File: config.mk
export PLATFORM = sky130hd
export DESIGN_NAME = dgps_top
export DESIGN_NICKNAME = d
export VERILOG_FILES = /design/src/core/dgps_pkg.sv /design/src/core/dgps_rom.sv /design/src/core/dgps_top.sv
export SDC_FILE = /design/constraint.sdc
export NUM_CORES = 1
export LEC_CHECK = 0
export BUFFER_PORTS_ARGS = -buffer_cell sky130_fd_sc_hd__buf_2
export CAP_MARGIN = 20
export CORE_MARGIN = 2
export CORE_UTILIZATION = 58
export DETAILED_ROUTE_END_ITERATION = 6
export GPL_TIMING_DRIVEN = 0
export PLACE_DENSITY = 0.85
export SLEW_MARGIN = 20
export SYNTH_ARGS = -nofsm -noshare
export SYNTH_HDL_FRONTEND = slang
export SYNTH_SLANG_ARGS = --single-unit
export TNS_END_PERCENT = 100
File: constraint.sdc
create_clock -name clk_i -period 4 [get_ports clk_i]
set_clock_uncertainty 0.15 [all_clocks]
set_input_delay 0.2 -clock clk_i [delete_from_list [all_inputs] [get_ports clk_i]]
set_output_delay 0.2 -clock clk_i [all_outputs]
set_load 0.01 [all_outputs]
File: src/core/dgps_pkg.sv
// Shared constants and types for the diagnostic registered ROM with shadow scan
package dgps_pkg;

  // Array geometry defaults
  localparam int unsigned DEF_ADDR_W   = 12;
  localparam int unsigned DEF_WORD_W   = 4;
  localparam int unsigned DEF_ROM_WORDS = 4096;

  // Arbitrary fill seed for the built-in array contents (value is arbitrary)
  localparam logic [3:0]  DEF_ROM_SEED = 4'h5;

  // Depth of the capture observation buffer
  localparam int unsigned BUF_DEPTH    = 2;

  // Synchroniser stages on every pin input
  localparam int unsigned SYNC_STAGES  = 2;

  // Bit positions inside the synchronised pin vector
  localparam int unsigned PIN_MCLK     = 0;
  localparam int unsigned PIN_DIAG_CLOCK     = 1;
  localparam int unsigned PIN_MODE     = 2;
  localparam int unsigned PIN_SIN      = 3;
  localparam int unsigned PIN_OEN      = 4;
  localparam int unsigned PIN_ADDR_LSB = 5;

  // Reset values of the control flops
  localparam logic        RST_OEN      = 1'b1;
  localparam logic        RST_OE       = 1'b0;
  localparam logic        RST_SOUT     = 1'b0;
  localparam logic        RST_VALID    = 1'b0;

  // Shadow register operation for one cycle
  typedef enum {
    SH_IDLE,
    SH_SHIFT,
    SH_CAPTURE,
    SH_NOP
  } dgps_shop_e;

endpackage

File: src/core/dgps_rom.sv
// Read-only word array with registered read data
`timescale 1ns/1ps
module dgps_rom #(
  parameter int unsigned ADDR_W = dgps_pkg::DEF_ADDR_W,
  parameter int unsigned WORD_W = dgps_pkg::DEF_WORD_W,
  parameter logic [3:0]  SEED   = dgps_pkg::DEF_ROM_SEED
) (
  // Clock
  input  wire logic              clk_i,
  // Read port
  input  wire logic [ADDR_W-1:0] addr_i,
  output logic      [WORD_W-1:0] data_o
);
  import dgps_pkg::*;

  logic [WORD_W-1:0] data_q;
  logic [WORD_W-1:0] data_d;

  // Contents are a fixed fold of the address; a real part would hold a mask pattern
  function automatic logic [WORD_W-1:0] rom_word(input logic [ADDR_W-1:0] a);
    logic [WORD_W-1:0] acc;
    acc = WORD_W'(SEED);
    for (int i = 0; i < ADDR_W; i++) begin
      acc[i % WORD_W] = acc[i % WORD_W] ^ a[i];
    end
    return acc;
  endfunction

  // Next read word
  always_comb begin
    data_d = rom_word(addr_i);
  end

  // Read data register; no reset, data path only
  always_ff @(posedge clk_i) begin
    data_q <= data_d;
  end

  assign data_o = data_q;

endmodule

File: src/core/dgps_top.sv
// Registered read-only store with shadow scan register, sampled-pin implementation
`timescale 1ns/1ps

module dgps_top #(
  parameter int unsigned ADDR_W = dgps_pkg::DEF_ADDR_W,
  parameter int unsigned WORD_W = dgps_pkg::DEF_WORD_W
) (
  // System clock and reset
  input  wire logic              clk_i,
  input  wire logic              reset_i,
  // Sequencer pins
  input  wire logic              main_clock_i,
  input  wire logic [ADDR_W-1:0] word_select_i,
  input  wire logic              mode_i,
  // Diagnostic scan pins
  input  wire logic              diag_clock_i,
  input  wire logic              serial_in_i,
  output logic                   serial_out_o,
  // Data bus pins
  input  wire logic              output_enable_n_i,
  input  wire logic [WORD_W-1:0] data_out_i,
  output logic      [WORD_W-1:0] data_out_o,
  output logic                   data_out_oe_o,
  // Capture observation stream
  output logic      [WORD_W-1:0] obs_data_o,
  output logic                   obs_valid_o,
  input  wire logic              obs_ready_i,
  output logic                   obs_room_o,
  output logic                   obs_drop_o
);
  import dgps_pkg::*;

  // Layout of the synchronised pin vector
  localparam int unsigned DIN_LSB = PIN_ADDR_LSB + ADDR_W;
  localparam int unsigned SV_W    = DIN_LSB + WORD_W;
  localparam logic [SV_W-1:0] SV_RST = SV_W'(RST_OEN) << PIN_OEN;

  // ---------------------------------------------------------------
  // Pin synchronisers
  // ---------------------------------------------------------------
  logic [SV_W-1:0]   pin_raw;
  logic [SV_W-1:0]   meta_q;
  logic [SV_W-1:0]   meta_d;
  logic [SV_W-1:0]   sync_q;
  logic [SV_W-1:0]   sync_d;
  logic              mclk_prev_q;
  logic              mclk_prev_d;
  logic              diag_clock_prev_q;
  logic              diag_clock_prev_d;

  // Every pin is asynchronous to clk_i, so all of them share one pipeline
  assign pin_raw = {data_out_i, word_select_i, output_enable_n_i,
                    serial_in_i, mode_i, diag_clock_i, main_clock_i};

  // Next values; the first stage feeds only the second
  always_comb begin
    meta_d      = pin_raw;
    sync_d      = meta_q;
    mclk_prev_d = sync_q[PIN_MCLK];
    diag_clock_prev_d = sync_q[PIN_DIAG_CLOCK];
  end

  // Reset puts the bus in its released state so no drive glitch appears
  always_ff @(posedge clk_i) begin
    if (reset_i) begin
      meta_q      <= SV_RST;
      sync_q      <= SV_RST;
      mclk_prev_q <= 1'b0;
      diag_clock_prev_q <= 1'b0;
    end else begin
      meta_q      <= meta_d;
      sync_q      <= sync_d;
      mclk_prev_q <= mclk_prev_d;
      diag_clock_prev_q <= diag_clock_prev_d;
    end
  end

  // Decoded synchronised levels and edges
  logic              mclk_rise;
  logic              diag_clock_rise;
  logic              mode_s;
  logic              sin_s;
  logic              oen_s;
  logic [ADDR_W-1:0] addr_s;
  logic [WORD_W-1:0] din_s;

  assign mclk_rise = sync_q[PIN_MCLK] & ~mclk_prev_q;
  assign diag_clock_rise = sync_q[PIN_DIAG_CLOCK] & ~diag_clock_prev_q;
  assign mode_s    = sync_q[PIN_MODE];
  assign sin_s     = sync_q[PIN_SIN];
  assign oen_s     = sync_q[PIN_OEN];
  assign addr_s    = sync_q[PIN_ADDR_LSB +: ADDR_W];
  assign din_s     = sync_q[DIN_LSB +: WORD_W];

  // ---------------------------------------------------------------
  // Array
  // ---------------------------------------------------------------
  logic [WORD_W-1:0] rom_q;

  // Read address is the synchronised select; setup on the pins far exceeds one cycle
  dgps_rom #(
    .ADDR_W (ADDR_W),
    .WORD_W (WORD_W),
    .SEED   (DEF_ROM_SEED)
  ) u_rom (
    .clk_i  (clk_i),
    .addr_i (addr_s),
    .data_o (rom_q)
  );

  // ---------------------------------------------------------------
  // Output register
  // ---------------------------------------------------------------
  logic [WORD_W-1:0] out_q;
  logic [WORD_W-1:0] out_d;
  logic [WORD_W-1:0] shadow_q;

  // Loads only on a main clock rise; the source follows the mode level
  always_comb begin
    out_d = out_q;
    if (mclk_rise) begin
      if (mode_s) begin
        out_d = shadow_q;
      end else begin
        out_d = rom_q;
      end
    end
  end

  // Deliberately without reset: the part powers up with an unknown word
  always_ff @(posedge clk_i) begin
    out_q <= out_d;
  end

  // ---------------------------------------------------------------
  // Output drivers
  // ---------------------------------------------------------------
  logic              oe_q;
  logic              oe_d;

  // Enable depends on the enable pin alone, never on either clock edge
  always_comb begin
    oe_d = ~oen_s;
  end

  always_ff @(posedge clk_i) begin
    if (reset_i) begin
      oe_q <= RST_OE;
    end else begin
      oe_q <= oe_d;
    end
  end

  assign data_out_o    = out_q;
  assign data_out_oe_o = oe_q;

  // ---------------------------------------------------------------
  // Shadow register
  // ---------------------------------------------------------------
  logic [WORD_W-1:0] shadow_d;
  logic [WORD_W-1:0] capture_src;
  dgps_shop_e        shop;

  // Classify what a diag_clock rise does under the current mode and serial_in
  function automatic dgps_shop_e shadow_op(input logic rise, input logic mode,
                                           input logic sin);
    dgps_shop_e op;
    op = SH_IDLE;
    if (rise) begin
      if (!mode) begin
        op = SH_SHIFT;
      end else if (!sin) begin
        op = SH_CAPTURE;
      end else begin
        op = SH_NOP;
      end
    end
    return op;
  endfunction

  assign shop = shadow_op(diag_clock_rise, mode_s, sin_s);

  // With drivers released the pins are inputs, so capture what others drive
  assign capture_src = oe_q ? out_q : din_s;

  // Capture sees the old output word even when both clocks rise together
  always_comb begin
    shadow_d = shadow_q;
    case (shop)
      SH_SHIFT: begin
        shadow_d = {shadow_q[WORD_W-2:0], sin_s};
      end
      SH_CAPTURE: begin
        shadow_d = capture_src;
      end
      SH_NOP: begin
        shadow_d = shadow_q;
      end
      SH_IDLE: begin
        shadow_d = shadow_q;
      end
      default: begin
        shadow_d = shadow_q;
      end
    endcase
  end

  // Deliberately without reset, like the output register
  always_ff @(posedge clk_i) begin
    shadow_q <= shadow_d;
  end

  // ---------------------------------------------------------------
  // Serial output
  // ---------------------------------------------------------------
  logic              sout_q;
  logic              sout_d;

  // In shift mode taken from the next shadow value so the pin moves with the shift itself; with mode high serial_in is passed through
  always_comb begin
    if (mode_s) begin
      sout_d = sin_s;
    end else begin
      sout_d = shadow_d[WORD_W-1];
    end
  end

  always_ff @(posedge clk_i) begin
    if (reset_i) begin
      sout_q <= RST_SOUT;
    end else begin
      sout_q <= sout_d;
    end
  end

  assign serial_out_o = sout_q;

  // ---------------------------------------------------------------
  // Capture observation buffer
  // ---------------------------------------------------------------
  // Two entries: head is presented on the stream, tail holds the next one
  logic              push;
  logic              pop;
  logic [WORD_W-1:0] head_data_q;
  logic [WORD_W-1:0] head_data_d;
  logic              head_vld_q;
  logic              head_vld_d;
  logic [WORD_W-1:0] tail_data_q;
  logic [WORD_W-1:0] tail_data_d;
  logic              tail_vld_q;
  logic              tail_vld_d;
  logic              room_q;
  logic              room_d;
  logic              drop_q;
  logic              drop_d;

  // The controller cannot be stalled, so room is shown and an overrun is flagged
  assign push = (shop == SH_CAPTURE);
  assign pop  = head_vld_q & obs_ready_i;

  // A pop frees a slot in the same cycle, so a full buffer still takes a push
  always_comb begin
    head_data_d = head_data_q;
    head_vld_d  = head_vld_q;
    tail_data_d = tail_data_q;
    tail_vld_d  = tail_vld_q;
    drop_d      = 1'b0;
    if (pop) begin
      head_data_d = tail_data_q;
      head_vld_d  = tail_vld_q;
      tail_vld_d  = 1'b0;
    end
    if (push) begin
      if (!head_vld_d) begin
        head_data_d = shadow_d;
        head_vld_d  = 1'b1;
      end else if (!tail_vld_d) begin
        tail_data_d = shadow_d;
        tail_vld_d  = 1'b1;
      end else begin
        drop_d      = 1'b1;
      end
    end
    room_d = ~tail_vld_d;
  end

  // Valid bits reset; the data words need no reset
  always_ff @(posedge clk_i) begin
    if (reset_i) begin
      head_vld_q <= RST_VALID;
      tail_vld_q <= RST_VALID;
      room_q     <= 1'b1;
      drop_q     <= 1'b0;
    end else begin
      head_vld_q <= head_vld_d;
      tail_vld_q <= tail_vld_d;
      room_q     <= room_d;
      drop_q     <= drop_d;
    end
    head_data_q <= head_data_d;
    tail_data_q <= tail_data_d;
  end

  assign obs_data_o  = head_data_q;
  assign obs_valid_o = head_vld_q;
  assign obs_room_o  = room_q;
  assign obs_drop_o  = drop_q;

endmodule

==> impl_results.md <==
* Status: complete, no violations
* Initial antenna violation count at 0
* Hold crit path type: input pin to register
* Leakage at 1.204 nW
* VDD IR-drop max at 0.3402 mV
* Startpoint Class: register
* Internal reg-to-reg setup slack at 1560 ps
* Resized Gates After CTS at 0
* Synth cell count leaders: dfxtp_1 (62), nor2b_1 (47), nand2_1 (11)
* GRT Util Overall at 20.48%
* # port buffers at 35
* Worst endpoint data arrival time at 2260 ps
* CP peak stage delay at 500 ps
* Fin util at 78.34%
* Die height at 67.19 um
* Post-synth top flop: dfxtp_1
* Mapped cell area at 2316 um2
* Max Fclk at 409.1 MHz
* Diode count at 0
* # hold bufs at CTS at 21
* Final net count at 279
* Clock transition at path regs at 70 ps
* Top Ports at 37
* Placed Instance Area at 2551 um2
* Seq/Total Area, Yosys at 63.97%
* Syn Inst Count at 186
* Die area at 4515 um2
* Min Tclk post-route at 2444 ps
* Post-synth EDFFs at 8
* Final Slew Violations at 0
* Rel. slew slack at 61.54%
* Router iterations before antenna repair at 4
* Flops & latches, synth at 70
* Mapped Avg Cell Area at 12.45 um2
* Vias/cell at 4.654
* WL per Instance at 11.97 um
* CP cell instances: clkbuf_1 -> nor2b_1 -> nor2b_1 -> inv_1 -> ha_1 -> nand2_1 -> nor3_1
* Clock Latency Late Sink at 340 ps
* Yosys top cell area share at 53.59%
* Total design power at 1.334 mW
* Post-CTS setup repair buffer count at 0
* Synth Net Count at 212
* Starting density of the core at 61.86%
* Setup_tns at 0 ps
* CTS Buf Count at 9
* Power Dens Cells at 454.9 nW/um2
* Async SR Flop Fraction at 0%
* Setup WS pre-CTS at 1526 ps
* Fin area at 2933 um2
* Core Region at 3744 um2
* Slowest CP cell: nor3_1
* Post-DP HPWL at 2283 um
* GP Congestion at 0.8105
* Count leader, synth: dfxtp_1
* Synth area leaders: dfxtp_1 (54%), nor2b_1 (13%), edfxtp_1 (10%), mux2_2 (3.9%), o221ai_2 (2.6%)
* # DRC at 0
* Antenna-violating nets left at 0
* Most common cell on crit path: nor2b_1
* Post-route clock period utilization at 61.11%
* H-tree levels at 3
* Crit path required time at 3820 ps
* Unrepaired setup endpoints after global routing: no
* Clk root buf: clkbuf_8
* Buf/Inv on CP at 2
* CTS Buffer Depth at 2
* Final Setup Violations at 0
* Class of the most critical setup path: register to register
* Worst Tran Pin Value at 572.5 ps
* Vias at 1424
* Biggest area consumer among synthesized cells: dfxtp_1
* Overflow after GRT at 0
* First-pass GRT wire length at 6417 um
* CTS Sinks at 70
* Drt total wl at 3664 um
* Worst setup margin at 1556 ps
* Hold Fails Final Rpt at 0
* Share of cells above drive strength 1 at 26.36%
* Crit Path Max Fanout at 7
* Post-synthesis cell type count at 29
* CP top delay family: simple AND/OR/NAND/NOR gates
* Number of global-route vias before repair at 1474
* CTS tree: built
* Die Span X at 67.19 um
* Iter 0 DRT Violations at 137
* P&R area growth vs syn at 26.63%
* Synth Warn # at 0
* CP endpoint kind: register
* Largest net degree at the start of global routing at 12
* Maxcap violations at 0
* Rows at 22
==> layout by cell type, fill, tap and decap left out, types with 2 or more instances in the layout <==
master         instances
dfxtp_1               62
mux2i_1                4
nor2b_1               47
dlygate4sd3_1         21
or2_2                  2
clkbuf_8              11
edfxtp_1               8
xnor2_1                6
nor2_1                 3
o221ai_2               4
buf_2                 35
mux2_1                 4
clkbuf_1              10
mux2_2                 8
ha_1                   2
nand2_1               11
inv_1                  3
xor2_1                 2
==> cell type report <==
class	instances	area [um2]
Multi-Input combinational cell	105	782.0
Tap cell	48	60.06
Clock inverter	1	5.005
Timing Repair Buffer	56	385.4
Inverter	3	11.26
Sequential cell	70	1481
Clock buffer	15	166.4
Fill cell	258	810.8
Buffer	8	41.29
==> final timing paths <==
check | from | end | depth (start not counted)
max | sync_q[2]$_SDFF_PP0_ | tail_data_q[1]$_DFFE_PP_ | 7
min | reset_i | sync_q[3]$_SDFF_PP0_ | 2
max reg2reg | sync_q[2]$_SDFF_PP0_ | tail_data_q[1]$_DFFE_PP_ | 7
min reg2reg | sync_q[4]$_SDFF_PP1_ | data_out_oe_o$_SDFF_PP0_ | 1
==> metal layers <==
metal,part of all wire [%],track usage [%],vias to the layer above
met1,39,19.74,642
met4,1.8,13.01,0
met5,0,0,-
li1,-,-,738
met2,55,37.25,37
met3,4.0,6.667,7
==> cells by family after synthesis <==
family / after synthesis / synth area share [%]
AO/OA/AOI/OAI: 10 / 4.484
XOR/XNOR: 8 / 3.026
adder cells (fa/ha/maj): 2 / 1.080
buffers and inverters: 11 / 2.269
flip-flops: 70 / 63.97
multiplexers: 16 / 7.564
AND/OR/NAND/NOR: 69 / 17.61
==> stage by stage <==
step           instances  hold WS, ps
2_1_floorplan        186        153.8
3_5_place_dp         269        220.6
6_report             306        82.36
4_1_cts              306        72.04
5_1_grt              306        117.7
3_3_place_gp         269        215.2
==> worst reg2reg max path: stages (launching register included) <==
cell	delay, ps
dfxtp_1	310
clkbuf_1	300
nor2b_1	230
nor2b_1	80
inv_1	60
ha_1	330
nand2_1	110
nor3_1	500
==> flip-flops by register name (all words and copies together), names as in the netlist <==
register and cells:
meta_q 21, sync_q 21, data_out_o 4, obs_data_o 4, shadow_q 4, tail_data_q 4
u_rom.data_o 4, data_out_oe_o 1, diag_clock_prev_q 1, mclk_prev_q 1, obs_drop_o 1, obs_room_o 1
obs_valid_o 1, serial_out_o 1, tail_vld_q 1
==> report_power, final <==
group	leakage (nW)	internal (mW)	total [mW]	switching, mW
combinational	0.534	0.0563	0.0921	0.0358
sequential	0.582	0.743	0.752	0.00944
clock	0.0877	0.259	0.490	0.231
total	1.20	1.06	1.33	0.276
Note: power is estimated with default switching activity, not from simulation.
